--- src/rtl/shade_pkg.sv ---
// Constants and types shared by the shading engine pin model and its host end.
// Assumes one 100 MHz clock and an active-low asynchronous reset on both ends.
package shade_pkg;
    localparam int DATA_W = 16;
    localparam int ADDR_W = 4;
    localparam int MA_W = 26;
    localparam int COORD_W = 13;
    localparam int FIFO_DEPTH = 8;
    localparam int PTR_W = 3;
    localparam int CNT_W = 4;
    localparam logic [CNT_W-1:0] FIFO_FULL_CNT = 4'h8;
    localparam logic [CNT_W-1:0] PIXEL_COUNT = 4'h4;
    localparam int PEND_LEAD = 2;
    localparam int DEPTH_LAG = 2;
    localparam logic [CNT_W-1:0] LAST_PIXEL = 4'h1;
    localparam logic [2:0] HOST_WR_LAST = 3'h3;
    localparam logic [2:0] HOST_RD_LAST = 3'h4;
    localparam logic [DATA_W-1:0] MASK_ALL = 16'hffff;
    // Command address codes seen on the four address lines.
    localparam logic [ADDR_W-1:0] CMD_DRAW = 4'h0;
    localparam logic [ADDR_W-1:0] CMD_DRAW16 = 4'h1;
    localparam logic [ADDR_W-1:0] CMD_LINEAR = 4'h2;
    localparam logic [ADDR_W-1:0] CMD_IMAGE_IN = 4'h3;
    localparam logic [ADDR_W-1:0] CMD_DEPTH_RD = 4'h4;
    localparam logic [ADDR_W-1:0] CMD_AG_SRC = 4'h5;
    localparam logic [ADDR_W-1:0] CMD_AG_DST = 4'h6;
    localparam logic [ADDR_W-1:0] CMD_PASS = 4'hf;
    typedef enum logic [2:0] {
        ST_IDLE, ST_SYNC, ST_PEND, ST_ROW, ST_COL, ST_DONE
    } eng_state_t;
    typedef enum logic [1:0] {H_IDLE, H_WR, H_RD, H_GAP} host_state_t;
endpackage : shade_pkg

--- src/rtl/shade_if.sv ---
// Pin bundle between host bus and shading engine; the memory-side pins are ports of the engine, not part of it.
// Assumes the bench resolves two-way pins from the enables.
`timescale 1ns/1ps
`default_nettype none
interface shade_if;
    import shade_pkg::*;
    logic [DATA_W-1:0] d_from_host;
    logic d_host_oe;
    logic [DATA_W-1:0] d_from_dev;
    logic d_dev_oe;
    logic [ADDR_W-1:0] addr;
    logic host_write_strobe_n;
    logic host_read_strobe_n;
    logic channel_busy_flag;
    logic fifo_room_flag;
    logic image_transfer_busy;
    modport device (input d_from_host, d_host_oe, addr, host_write_strobe_n,
        host_read_strobe_n, output d_from_dev, d_dev_oe, channel_busy_flag,
        fifo_room_flag, image_transfer_busy);
    modport host (output d_from_host, d_host_oe, addr, host_write_strobe_n,
        host_read_strobe_n, input d_from_dev, d_dev_oe, channel_busy_flag,
        fifo_room_flag, image_transfer_busy);
endinterface : shade_if
`default_nettype wire

--- src/rtl/shade_engine.sv ---
// Pin-level model of the shading engine: command FIFO, memory strobes, sync, fill flags.
// Assumes the host keeps the bus rules; memory-side pins go to the bench.
`timescale 1ns/1ps
`default_nettype none
module shade_engine
    import shade_pkg::*;
(
    input wire logic core_clk,
    input wire logic resetn,
    shade_if.device hbus,
    output logic [MA_W-1:0] vram_address_bus,
    output logic vram_drive_en,
    output logic row_strobe_n,
    output logic col_strobe_n,
    output logic ibuf_transfer_oe_n,
    output logic zbuf_transfer_oe_n,
    output logic ibuf_write_enable_n,
    output logic zbuf_write_enable_n,
    output logic zsect_write_enable_n,
    output logic mem_read_not_write,
    output logic [DATA_W-1:0] intensity_out,
    output logic intensity_oe,
    input wire logic [DATA_W-1:0] intensity_in,
    output logic [DATA_W-1:0] new_depth_bus,
    input wire logic [DATA_W-1:0] old_depth_bus,
    output logic [DATA_W-1:0] depth_result,
    input wire logic wait_req,
    output logic float_ack,
    output logic block_pixel_select,
    output logic sixteen_pixel_flag,
    output logic mask_index_select,
    output logic sync_ready_out,
    input wire logic sync_ready_in,
    output logic vram_access_pending_n,
    output logic first_pixel_flag_n,
    output logic scan_left_flag,
    output logic scan_right_flag,
    output logic scan_up_flag,
    output logic scan_down_flag
);
    // Reset is synchronised so a single-cycle pulse is enough to initialise.
    logic rst_s1_q, rst_q;
    always_ff @(posedge core_clk or negedge resetn) begin
        if (!resetn) begin
            rst_s1_q <= 1'b0;
            rst_q <= 1'b0;
        end else begin
            rst_s1_q <= 1'b1;
            rst_q <= rst_s1_q;
        end
    end
    logic wr_lvl_n, wr_fall, rd_lvl_n, rd_fall;
    strobe_sync u_wr (.core_clk(core_clk), .resetn(resetn),
        .strobe_n(hbus.host_write_strobe_n), .level_n(wr_lvl_n), .fall(wr_fall));
    strobe_sync u_rd (.core_clk(core_clk), .resetn(resetn),
        .strobe_n(hbus.host_read_strobe_n), .level_n(rd_lvl_n), .fall(rd_fall));
    // The strobe is two clocks late, so bus contents are delayed to match.
    logic [DATA_W-1:0] d_s1_q, d_s2_q;
    logic [ADDR_W-1:0] a_s1_q, a_s2_q;
    logic [DATA_W+ADDR_W-1:0] fifo_mem [FIFO_DEPTH];
    logic [PTR_W-1:0] wp_q, rp_q;
    logic [CNT_W-1:0] cnt_q;
    eng_state_t st_q;
    logic [DATA_W-1:0] arg_q, rd_data_q;
    logic [ADDR_W-1:0] cmd_q;
    logic [CNT_W-1:0] pix_q;
    logic [MA_W-1:0] ma_q;
    logic [DATA_W-1:0] zpipe1_q, zpipe2_q;
    logic pass_q;
    wire fifo_full = (cnt_q == FIFO_FULL_CNT);
    wire fifo_empty = (cnt_q == '0);
    wire push = wr_fall & ~fifo_full & (a_s2_q != CMD_PASS);
    wire pass = wr_fall & (a_s2_q == CMD_PASS);
    wire pop = (st_q == ST_IDLE) & ~fifo_empty & ~wait_req;
    wire [DATA_W+ADDR_W-1:0] head = fifo_mem[rp_q];
    wire run = ~wait_req;
    wire is16 = (cmd_q == CMD_DRAW16);
    wire is_img = (cmd_q == CMD_IMAGE_IN) | pass_q;
    wire is_zrd = (cmd_q == CMD_DEPTH_RD);
    wire is_ag = (cmd_q == CMD_AG_SRC) | (cmd_q == CMD_AG_DST);
    wire active = (st_q != ST_IDLE);
    always_ff @(posedge core_clk or negedge rst_q) begin
        if (!rst_q) begin
            d_s1_q <= '0;
            d_s2_q <= '0;
            a_s1_q <= '0;
            a_s2_q <= '0;
            wp_q <= '0;
            rp_q <= '0;
            cnt_q <= '0;
        end else begin
            d_s1_q <= hbus.d_from_host;
            d_s2_q <= d_s1_q;
            a_s1_q <= hbus.addr;
            a_s2_q <= a_s1_q;
            if (push) wp_q <= wp_q + 1'b1;
            if (pop) rp_q <= rp_q + 1'b1;
            cnt_q <= cnt_q + CNT_W'(push) - CNT_W'(pop);
        end
    end
    always_ff @(posedge core_clk) begin
        if (push) fifo_mem[wp_q] <= {a_s2_q, d_s2_q};
    end
    // Command sequencer: sync (skipped for pass-through), pending lead, then row/column cycles per pixel.
    logic [1:0] lead_q;
    always_ff @(posedge core_clk or negedge rst_q) begin
        if (!rst_q) begin
            st_q <= ST_IDLE;
            arg_q <= '0;
            cmd_q <= '0;
            pix_q <= '0;
            ma_q <= '0;
            lead_q <= '0;
            pass_q <= 1'b0;
        end else if (run) begin
            case (st_q)
                ST_IDLE: begin
                    if (pop) begin
                        {cmd_q, arg_q} <= head;
                        pass_q <= 1'b0;
                        st_q <= ST_SYNC;
                    end else if (pass) begin
                        cmd_q <= CMD_PASS;
                        arg_q <= d_s2_q;
                        pass_q <= 1'b1;
                        st_q <= ST_PEND;
                        lead_q <= '0;
                    end
                end
                ST_SYNC: begin
                    lead_q <= '0;
                    if (!sync_ready_in) st_q <= ST_PEND;
                end
                ST_PEND: begin
                    lead_q <= lead_q + 1'b1;
                    pix_q <= pass_q ? LAST_PIXEL : PIXEL_COUNT;
                    ma_q <= (cmd_q == CMD_LINEAR) ? MA_W'(arg_q) :
                        {COORD_W'(arg_q[15:8]), COORD_W'(arg_q[7:0])};
                    if (lead_q == 2'(PEND_LEAD - 1)) st_q <= ST_ROW;
                end
                ST_ROW: st_q <= ST_COL;
                ST_COL: begin
                    pix_q <= pix_q - 1'b1;
                    ma_q <= ma_q + 1'b1;
                    st_q <= (pix_q == LAST_PIXEL) ? ST_DONE : ST_ROW;
                end
                ST_DONE: st_q <= ST_IDLE;
                default: st_q <= ST_IDLE;
            endcase
        end
    end
    wire in_col = (st_q == ST_COL);
    wire mem_cyc = (st_q == ST_ROW) | in_col;
    wire first_pix = mem_cyc & (pix_q == PIXEL_COUNT);
    // Depth pipeline: old value arrives two clocks after the new one.
    logic rd_busy_q;
    always_ff @(posedge core_clk or negedge rst_q) begin
        if (!rst_q) begin
            zpipe1_q <= '0;
            zpipe2_q <= '0;
            depth_result <= '0;
            rd_data_q <= '0;
            rd_busy_q <= 1'b0;
            float_ack <= 1'b0;
            col_strobe_n <= 1'b1;
        end else begin
            zpipe1_q <= new_depth_bus;
            zpipe2_q <= zpipe1_q;
            depth_result <= (old_depth_bus < zpipe2_q) ? old_depth_bus : zpipe2_q;
            col_strobe_n <= ~(in_col & run);
            float_ack <= wait_req;
            if (rd_fall) rd_busy_q <= 1'b1;
            else if (rd_lvl_n) rd_busy_q <= 1'b0;
            if (rd_fall) rd_data_q <= intensity_in;
        end
    end
    assign hbus.d_from_dev = rd_data_q;
    assign hbus.d_dev_oe = rd_busy_q & ~rd_lvl_n;
    assign hbus.channel_busy_flag = active | ~fifo_empty;
    assign hbus.fifo_room_flag = ~fifo_full;
    assign hbus.image_transfer_busy = active & is_img;
    assign vram_drive_en = ~float_ack & ~wait_req;
    assign vram_address_bus = ma_q;
    assign row_strobe_n = ~mem_cyc;
    assign ibuf_transfer_oe_n = ~((st_q == ST_ROW) & ~is_zrd & is_img);
    assign zbuf_transfer_oe_n = ~((st_q == ST_ROW) & is_zrd);
    assign mem_read_not_write = is_zrd | rd_busy_q;
    assign ibuf_write_enable_n = ~(in_col & ~is_zrd);
    assign zbuf_write_enable_n = ~(in_col & ~is_zrd & ~is16);
    assign zsect_write_enable_n = 1'b1;
    assign block_pixel_select = active & is16;
    assign sixteen_pixel_flag = active & is16;
    assign mask_index_select = is16 ? in_col : (is_zrd & arg_q[0]);
    assign intensity_out = (is16 & in_col) ? MASK_ALL : arg_q;
    assign intensity_oe = mem_cyc & ~mem_read_not_write & vram_drive_en;
    assign new_depth_bus = arg_q;
    // Ready low when about to draw; address-generator ends pulse low after their cycle.
    assign sync_ready_out = is_ag ? ~(st_q == ST_DONE) : ~(st_q == ST_SYNC | mem_cyc);
    assign vram_access_pending_n = ~(st_q == ST_PEND | mem_cyc);
    assign first_pixel_flag_n = ~first_pix;
    assign scan_right_flag = in_col & ~arg_q[15];
    assign scan_left_flag = in_col & arg_q[15];
    assign scan_down_flag = (st_q == ST_DONE) & ~arg_q[14];
    assign scan_up_flag = (st_q == ST_DONE) & arg_q[14];
endmodule : shade_engine
`default_nettype wire

--- src/rtl/strobe_sync.sv ---
// Two-stage synchroniser with a falling-edge pulse for an active-low strobe.
// Assumes the input idles high.
`timescale 1ns/1ps
`default_nettype none
module strobe_sync
    import shade_pkg::*;
(
    input wire logic core_clk,
    input wire logic resetn,
    input wire logic strobe_n,
    output logic level_n,
    output logic fall
);
    logic s1_q;
    logic s2_q;
    logic s3_q;
    always_ff @(posedge core_clk or negedge resetn) begin
        if (!resetn) begin
            s1_q <= 1'b1;
            s2_q <= 1'b1;
            s3_q <= 1'b1;
        end else begin
            s1_q <= strobe_n;
            s2_q <= s1_q;
            s3_q <= s2_q;
        end
    end
    assign level_n = s2_q;
    assign fall = s3_q & ~s2_q;
endmodule : strobe_sync
`default_nettype wire

--- src/flat_wrapper.sv ---
// flat-port wrapper written by rule: the top's interface ports become plain ports
module shade_engine_flat import shade_pkg::*;
  (core_clk, resetn, vram_address_bus, vram_drive_en, row_strobe_n, col_strobe_n, ibuf_transfer_oe_n, zbuf_transfer_oe_n, ibuf_write_enable_n, zbuf_write_enable_n, zsect_write_enable_n, mem_read_not_write, intensity_out, intensity_oe, intensity_in, new_depth_bus, old_depth_bus, depth_result, wait_req, float_ack, block_pixel_select, sixteen_pixel_flag, mask_index_select, sync_ready_out, sync_ready_in, vram_access_pending_n, first_pixel_flag_n, scan_left_flag, scan_right_flag, scan_up_flag, scan_down_flag, hbus_d_from_host, hbus_d_host_oe, hbus_addr, hbus_host_write_strobe_n, hbus_host_read_strobe_n, hbus_d_from_dev, hbus_d_dev_oe, hbus_channel_busy_flag, hbus_fifo_room_flag, hbus_image_transfer_busy);
  shade_if hbus_i ();
  input wire logic core_clk;
  input wire logic resetn;
  output logic [MA_W-1:0] vram_address_bus;
  output logic vram_drive_en;
  output logic row_strobe_n;
  output logic col_strobe_n;
  output logic ibuf_transfer_oe_n;
  output logic zbuf_transfer_oe_n;
  output logic ibuf_write_enable_n;
  output logic zbuf_write_enable_n;
  output logic zsect_write_enable_n;
  output logic mem_read_not_write;
  output logic [DATA_W-1:0] intensity_out;
  output logic intensity_oe;
  input wire logic [DATA_W-1:0] intensity_in;
  output logic [DATA_W-1:0] new_depth_bus;
  input wire logic [DATA_W-1:0] old_depth_bus;
  output logic [DATA_W-1:0] depth_result;
  input wire logic wait_req;
  output logic float_ack;
  output logic block_pixel_select;
  output logic sixteen_pixel_flag;
  output logic mask_index_select;
  output logic sync_ready_out;
  input wire logic sync_ready_in;
  output logic vram_access_pending_n;
  output logic first_pixel_flag_n;
  output logic scan_left_flag;
  output logic scan_right_flag;
  output logic scan_up_flag;
  output logic scan_down_flag;
  input wire logic [$bits(hbus_i.d_from_host)-1:0] hbus_d_from_host;
  input wire logic [$bits(hbus_i.d_host_oe)-1:0] hbus_d_host_oe;
  input wire logic [$bits(hbus_i.addr)-1:0] hbus_addr;
  input wire logic [$bits(hbus_i.host_write_strobe_n)-1:0] hbus_host_write_strobe_n;
  input wire logic [$bits(hbus_i.host_read_strobe_n)-1:0] hbus_host_read_strobe_n;
  output wire logic [$bits(hbus_i.d_from_dev)-1:0] hbus_d_from_dev;
  output wire logic [$bits(hbus_i.d_dev_oe)-1:0] hbus_d_dev_oe;
  output wire logic [$bits(hbus_i.channel_busy_flag)-1:0] hbus_channel_busy_flag;
  output wire logic [$bits(hbus_i.fifo_room_flag)-1:0] hbus_fifo_room_flag;
  output wire logic [$bits(hbus_i.image_transfer_busy)-1:0] hbus_image_transfer_busy;
  assign hbus_i.d_from_host = hbus_d_from_host;
  assign hbus_i.d_host_oe = hbus_d_host_oe;
  assign hbus_i.addr = hbus_addr;
  assign hbus_i.host_write_strobe_n = hbus_host_write_strobe_n;
  assign hbus_i.host_read_strobe_n = hbus_host_read_strobe_n;
  assign hbus_d_from_dev = hbus_i.d_from_dev;
  assign hbus_d_dev_oe = hbus_i.d_dev_oe;
  assign hbus_channel_busy_flag = hbus_i.channel_busy_flag;
  assign hbus_fifo_room_flag = hbus_i.fifo_room_flag;
  assign hbus_image_transfer_busy = hbus_i.image_transfer_busy;
  shade_engine u_core (.core_clk(core_clk), .resetn(resetn), .hbus(hbus_i), .vram_address_bus(vram_address_bus), .vram_drive_en(vram_drive_en), .row_strobe_n(row_strobe_n), .col_strobe_n(col_strobe_n), .ibuf_transfer_oe_n(ibuf_transfer_oe_n), .zbuf_transfer_oe_n(zbuf_transfer_oe_n), .ibuf_write_enable_n(ibuf_write_enable_n), .zbuf_write_enable_n(zbuf_write_enable_n), .zsect_write_enable_n(zsect_write_enable_n), .mem_read_not_write(mem_read_not_write), .intensity_out(intensity_out), .intensity_oe(intensity_oe), .intensity_in(intensity_in), .new_depth_bus(new_depth_bus), .old_depth_bus(old_depth_bus), .depth_result(depth_result), .wait_req(wait_req), .float_ack(float_ack), .block_pixel_select(block_pixel_select), .sixteen_pixel_flag(sixteen_pixel_flag), .mask_index_select(mask_index_select), .sync_ready_out(sync_ready_out), .sync_ready_in(sync_ready_in), .vram_access_pending_n(vram_access_pending_n), .first_pixel_flag_n(first_pixel_flag_n), .scan_left_flag(scan_left_flag), .scan_right_flag(scan_right_flag), .scan_up_flag(scan_up_flag), .scan_down_flag(scan_down_flag));
endmodule
--- config.mk ---
export PLATFORM = sky130hd
export DESIGN_NAME = shade_engine_flat
export DESIGN_NICKNAME = d
export VERILOG_FILES = /design/src/rtl/shade_pkg.sv /design/src/rtl/shade_if.sv /design/src/rtl/shade_engine.sv /design/src/rtl/strobe_sync.sv /design/src/flat_wrapper.sv
export SDC_FILE = /design/constraint.sdc
export NUM_CORES = 1
export LEC_CHECK = 0
export BUFFER_PORTS_ARGS = -buffer_cell sky130_fd_sc_hd__buf_4
export CORE_MARGIN = 3
export CORE_UTILIZATION = 45
export CTS_CLUSTER_DIAMETER = 150
export DETAILED_ROUTE_END_ITERATION = 6
export PLACE_DENSITY = 0.67
export SLEW_MARGIN = 20
export SYNTH_ARGS = -nofsm -noshare
export SYNTH_HDL_FRONTEND = slang
export SYNTH_SLANG_ARGS = --single-unit
--- constraint.sdc ---
create_clock -name core_clk -period 5.5 [get_ports core_clk]
set_input_delay 0 -clock core_clk [delete_from_list [all_inputs] [get_ports core_clk]]
set_output_delay 0 -clock core_clk [all_outputs]
set_load 0.02 [all_outputs]
## Word-level counts from Yosys, hierarchy flattened

Memories as Yosys holds them, arrays and structs flattened.
Cells that the tools add are included.

- Flip-flop bits (word level): 181
- Memory bits (writable): 160
- Output and inout port bits: 115
- Logic and storage cells: 152
- Memories: 1

- Add/subtract/negate cells: 7
- Order comparisons: 1
- Equal/unequal tests: 22
- Mux-type cells: 27
- Bitwise gates (word level): 54
- Reductions and logical operators: 11

Memory list:

| name | words | bits a word | rd ports | clocked after Yosys merged registers in | wr ports | RTL line | RTL |
|---|---|---|---|---|---|---|---|
| u_core.fifo_mem | 8 | 20 | 1 | 0 | 1 | shade_engine.sv:60 | `logic [DATA_W+ADDR_W-1:0] fifo_mem [FIFO_DEPTH];` |

Operators with widths:

| cell | number |
|---|---|
| $mux 16 | 4 |
| $pmux 26 s2 | 1 |
| $add 26x1->26 const B | 1 |
| $and 1x1->1 | 26 |
| $mux 21 | 1 |
| $not 1->1 | 21 |
| $mux 3 | 6 |
| $eq 4x3->1 const B | 4 |
| $lt 16x16->1 | 1 |
| $pmux 3 s5 | 1 |
| $eq 4x1->1 const B | 2 |
| $eq 4x2->1 const B | 2 |
| $eq 4x4->1 const B | 2 |
| $mux 1 | 8 |
| $mux 4 | 2 |
| $pmux 4 s2 | 1 |
| $reduce_and 4->1 | 2 |
| $or 1x1->1 | 7 |
| $add 3x1->3 const B | 2 |
| $eq 3x2->1 const B | 2 |
| $eq 3x3->1 const B | 2 |
| $pmux 2 s3 | 1 |
| $reduce_bool 2->1 | 3 |
| $reduce_bool 3->1 | 2 |
| other kinds (15) | 18 |

## Longest topological paths before layout

- Word-level depth: 6
- Mapped depth: 11
- Depth with buffers taken out: 11

## Modules after synthesis

Synthesis repeated with hierarchy kept, for this count alone.

- Cells, all modules: 904
- Area, all modules: 13714.4 µm²

By module, submodules not included:

| module | times used | cells an instance | area an instance (µm²) | seq. area each (µm²) |
|---|---|---|---|---|
| shade_engine | 1 | 896 | 13529.2 | 9185.1 |
| strobe_sync | 2 | 4 | 92.6 | 78.8 |

## Worst setup path before layout

Ideal clock, no wire load.

- Path type: register -> register
- From: register u_core.cnt_q[2]
- To: memory u_core.fifo_mem[2][0] (netlist bit), enable pin
- Setup time: 455 ps
- Arrival: 3157 ps
- Data required time: 5045 ps
- Setup slack: 1888 ps
- Stages on the path, launching flop included: 6
- Path buffers: 0
- Clock period less this slack: 3612 ps
- Path through: dfrtp_1 > inv_1 > ha_1 > nand2_1 > nand3_1 > nor4b_1

- Longest elaborated chain between the ends: 6

RTL lines:

| what | RTL line | RTL |
|---|---|---|
| start, declared | shade_engine.sv:62 | `logic [CNT_W-1:0] cnt_q;` |
| start signal, assigned | shade_engine.sv:98 | `cnt_q <= cnt_q + CNT_W'(push) - CNT_W'(pop);` |
| $eq 4x4->1 | shade_engine.sv:70 | `wire fifo_full = (cnt_q == FIFO_FULL_CNT);` |
| $not 1->1 | n/a |  |
| named net hbus_fifo_room_flag | flat_wrapper.sv:44 | `output wire logic [$bits(hbus_i.fifo_room_flag)-1:0] hbus_fifo_room_flag;` |
| $and 1x1->1 (2 in series) | shade_engine.sv:72 | `wire push = wr_fall & ~fifo_full & (a_s2_q != CMD_PASS);` |
| $mux 1 | shade_engine.sv:102 | `if (push) fifo_mem[wp_q] <= {a_s2_q, d_s2_q};` |
| $mux 1 (not written as such) | shade_engine.sv:102 |  |
| end, declared | shade_engine.sv:60 |  |

The timed path passes the listed nets, and every way through them passes these cells.

## Final worst setup path

- From: register u_core.st_q[0]
- To: register u_core.cnt_q[2]

- Longest elaborated chain between the ends: 4

RTL lines:

| what | RTL line | RTL |
|---|---|---|
| start, declared | shade_engine.sv:63 | `eng_state_t st_q;` |
| start signal, assigned | shade_engine.sv:145 | `st_q <= (pix_q == LAST_PIXEL) ? ST_DONE : ST_ROW;` |
| $logic_not 3->1 | shade_engine.sv:74 | `wire pop = (st_q == ST_IDLE) & ~fifo_empty & ~wait_req;` |
| $and 1x1->1 (2 in series) | shade_engine.sv:74 |  |
| $sub 4x1->4 | shade_engine.sv:98 |  |

Every way passes these cells.
A chain may end at the register's enable or synchronous reset.

==> impl_metrics.tcl <==
set metrics [dict create \
    diodes 0 \
    critical_path_buf_inv_count 2 \
    grt_usage_pct 18.65 \
    cts_resized 0 \
    syn_area_um2 13730 \
    hold_slack_ps 20.04 \
    worstPathMaxFanout 20 \
    hold_class "in2async" \
    grt_pass1_vias 8539 \
    synth-simple-area-share_pct 7.700 \
    cp-end-kind "register" \
    drc 0 \
    ys.flop_type "dfrtp_1" \
    start_kind "register" \
    syn_inst 905 \
    slew_headroom_pct 27.49 \
    rsz0062_at_grt "false" \
    setup_violations 0 \
    r2r_cells 8 \
    ys_warn_count 0 \
    period_share_pct 63.54 \
    path_delay_family "adder cells" \
    crit_required_ps 5880 \
    fmax_mhz 286.2 \
    synth_seq_cells 341 \
    clk_pin_slew_ps 60 \
    synth_area_per_cell_um2 15.17 \
    antenna_found_initial 0 \
    grt_max_degree 112 \
    die_area_um2 32650 \
    fin_crit_ps 3495 \
    drt.antenna.violating_nets 0 \
    r2r-start "u_core.st_q[0]" \
    first_pass_iters 5 \
    worstPathArrival_ps 3870 \
    finalSetupTns_ps 0 \
    status "finished, final reports clean" \
    nNetsFinal 1232 \
    rows 63 \
    h-tree-depth 2 \
    final_core_util_pct 57.79 \
    io_pins 174 \
    clockBufferDepth 3 \
    synth_top_family_by_area "multiplexers" \
    chipWidth_um 180.7 \
    vdd_ir_drop_max_mv 0.2488 \
    syn_to_final_growth_pct 25.74 \
    first_iter_violations 668 \
    path_cells "nor2_4 > nand3_1 > clkinv_1 > ha_1 > inv_1 > ha_1 > fa_1 > xor2_1" \
    clockRootBuffer "clkbuf_16" \
    drt_wl_total_um 30600 \
    io_buffers 171 \
    synth_xor_area_share_pct 0.5741 \
    place_hpwl_um 18880 \
    drive_gt1_share_pct 30.20 \
    hold_viol 0 \
    grt_pass1_wl_um 48380 \
    fin_skew_ps 21.48 \
    grt_remaining_overflow 0 \
    timing.rr.end "u_core.cnt_q[2]" \
    path_class "reg2reg" \
    numCtsBuffers 37 \
    cts_tree "yes" \
    synth_cell_types 72 \
    crit_top_cell "ha_1" \
    start_util_pct 45.96 \
    gp_congestion 0.8072 \
    p_leak_nw 6.980 \
    crit_path_top_delay_cell "nand3_1" \
    tightest_slew_ps 1078 \
    cts_setup_buffers 0 \
    synth_fa_ha_area_share_pct 2.697 \
    async_flop_share_pct 53.08 \
    rrSetupSlack_ps 2010 \
    max_cap_violations 0 \
    synth-edff-count 160 \
    cts.sinks 341 \
    synth.area.mux_share_pct 11.35 \
    vias 8468 \
    p_per_area_nw_per_um2 520.2 \
    slowest_delay_ps 770 \
    vias_per_cell 5.421 \
    yosysSeqAreaShare_pct 68.04 \
    fp.coreArea_um2 29870 \
    clk_latency_ps 510 \
    slew_violations 0 \
    die_height_um 180.7 \
    detail_route.wl_per_cell_um 19.59 \
    synth_compound_area_share_pct 7.144 \
]
==> state kept, by name (all words and copies together) (netlist names), 16 cells and up <==
register,flops
u_core.d_s1_q,16
u_core.d_s2_q,16
u_core.depth_result,16
u_core.fifo_mem,160
u_core.hbus.d_from_dev,16
u_core.new_depth_bus,16
u_core.vram_address_bus,26
u_core.zpipe1_q,16
u_core.zpipe2_q,16
==> worst max path at each step <==
| stage | startpoint | endpoint | slack (ps) | depth (start not counted) |
|---|---|---|---|---|
| after floorplan | u_core.rst_q | u_core.a_s1_q[0] | 260 | 0 |
| after global placement | u_core.st_q[0] | u_core.cnt_q[2] | 2080 | 8 |
| after detailed placement | u_core.st_q[0] | u_core.cnt_q[2] | 2020 | 8 |
| after CTS | u_core.st_q[0] | u_core.cnt_q[2] | 2030 | 8 |
| after global routing | u_core.st_q[0] | u_core.cnt_q[2] | 1790 | 8 |
| final | u_core.st_q[0] | u_core.cnt_q[2] | 2010 | 8 |
==> report_power, final <==
part / internal (mW) / switching [mW] / total (mW)
Clock: 1.43 / 0.962 / 2.39
Combinational: 1.34 / 1.40 / 2.74
Sequential: 3.18 / 0.666 / 3.85
==> final cells by class <==
type | count | area [um^2]
repair buffers | 244 | 1987
multi-input cells | 489 | 4129
fillers | 2310 | 12610
clock buffers | 55 | 1096
clock inverters | 12 | 98.84
flip-flops and latches | 341 | 9350
inverters | 31 | 116.4
well taps | 390 | 488.0
==> synth_stat cells (11+ instances only) <==
master	count	area [um^2]
nand3_1	24	120.1
a21oi_1	41	205.2
nand2b_1	16	100.1
inv_1	30	112.6
mux2_4	11	165.2
ha_1	28	350.3
a22oi_1	16	120.1
edfxtp_1	160	4805
mux2i_1	20	200.2
mux4_2	40	900.9
nor2_1	43	161.4
mux2_2	26	292.8
o21ai_0	46	230.2
clkbuf_1	22	82.58
dfrtp_1	174	4354
nand2_1	47	176.4
==> cell usage in the layout (no fill, tap or decap), types with 10 or more instances in the layout <==
cell           netlist  layout
mux2_4              11      11
ha_1                28      28
a21oi_1             41      41
buf_4                3     186
nand2_1             47      47
mux2_2              26      26
mux2i_1             20      20
mux4_2              40      40
inv_1               30      30
a22oi_1             16      16
nand3_1             24      24
nor2_1              43      43
dfrtp_1            174     172
clkbuf_1            22      10
clkbuf_16            0      39
edfxtp_1           160     160
nand2b_1            16      16
dlygate4sd3_1        0      57
o21ai_0             46      46
==> stage by stage <==
stage	power, mW	setup WS, ps	instance area (um^2)	std cells
3_5_place_dp	6.620	2020	15500	1438
6_report	8.981	2005	17270	1562
4_1_cts	9.069	2027	17270	1562
5_1_grt	9.478	1794	17270	1562
2_1_floorplan	5.544	264.4	13730	906
3_3_place_gp	6.551	2084	15500	1438
==> per-layer routing <==
layer  GRT usage [%]  up-vias  routed length, um  part of all wire [%]
met3           3.008       55               1721                   5.6
met1           25.83     4256              13090                    43
li1                -     3869                  -                     -
met2           30.98      288              15070                    49
met5               0        -                  0                     0
met4           5.035        0                719                   2.3
==> what timing repair did <==
action / CTS / global route
hold endpoints to repair: 71 / 0
endpoints found under the setup margin: 0 / 0
hold buffers: 57 / 0
==> kinds of logic (layout without fill, tap and decap cells) <==
group / Yosys count / count (layout)
compound gates: 153 / 153
buf+inv: 76 / 342
xor+xnor: 9 / 9
mux: 97 / 97
fa+ha+maj: 29 / 29
other cells: 1 / 2
flops: 341 / 341
simple gates: 199 / 199
Note: power is estimated with default switching activity, not from simulation.
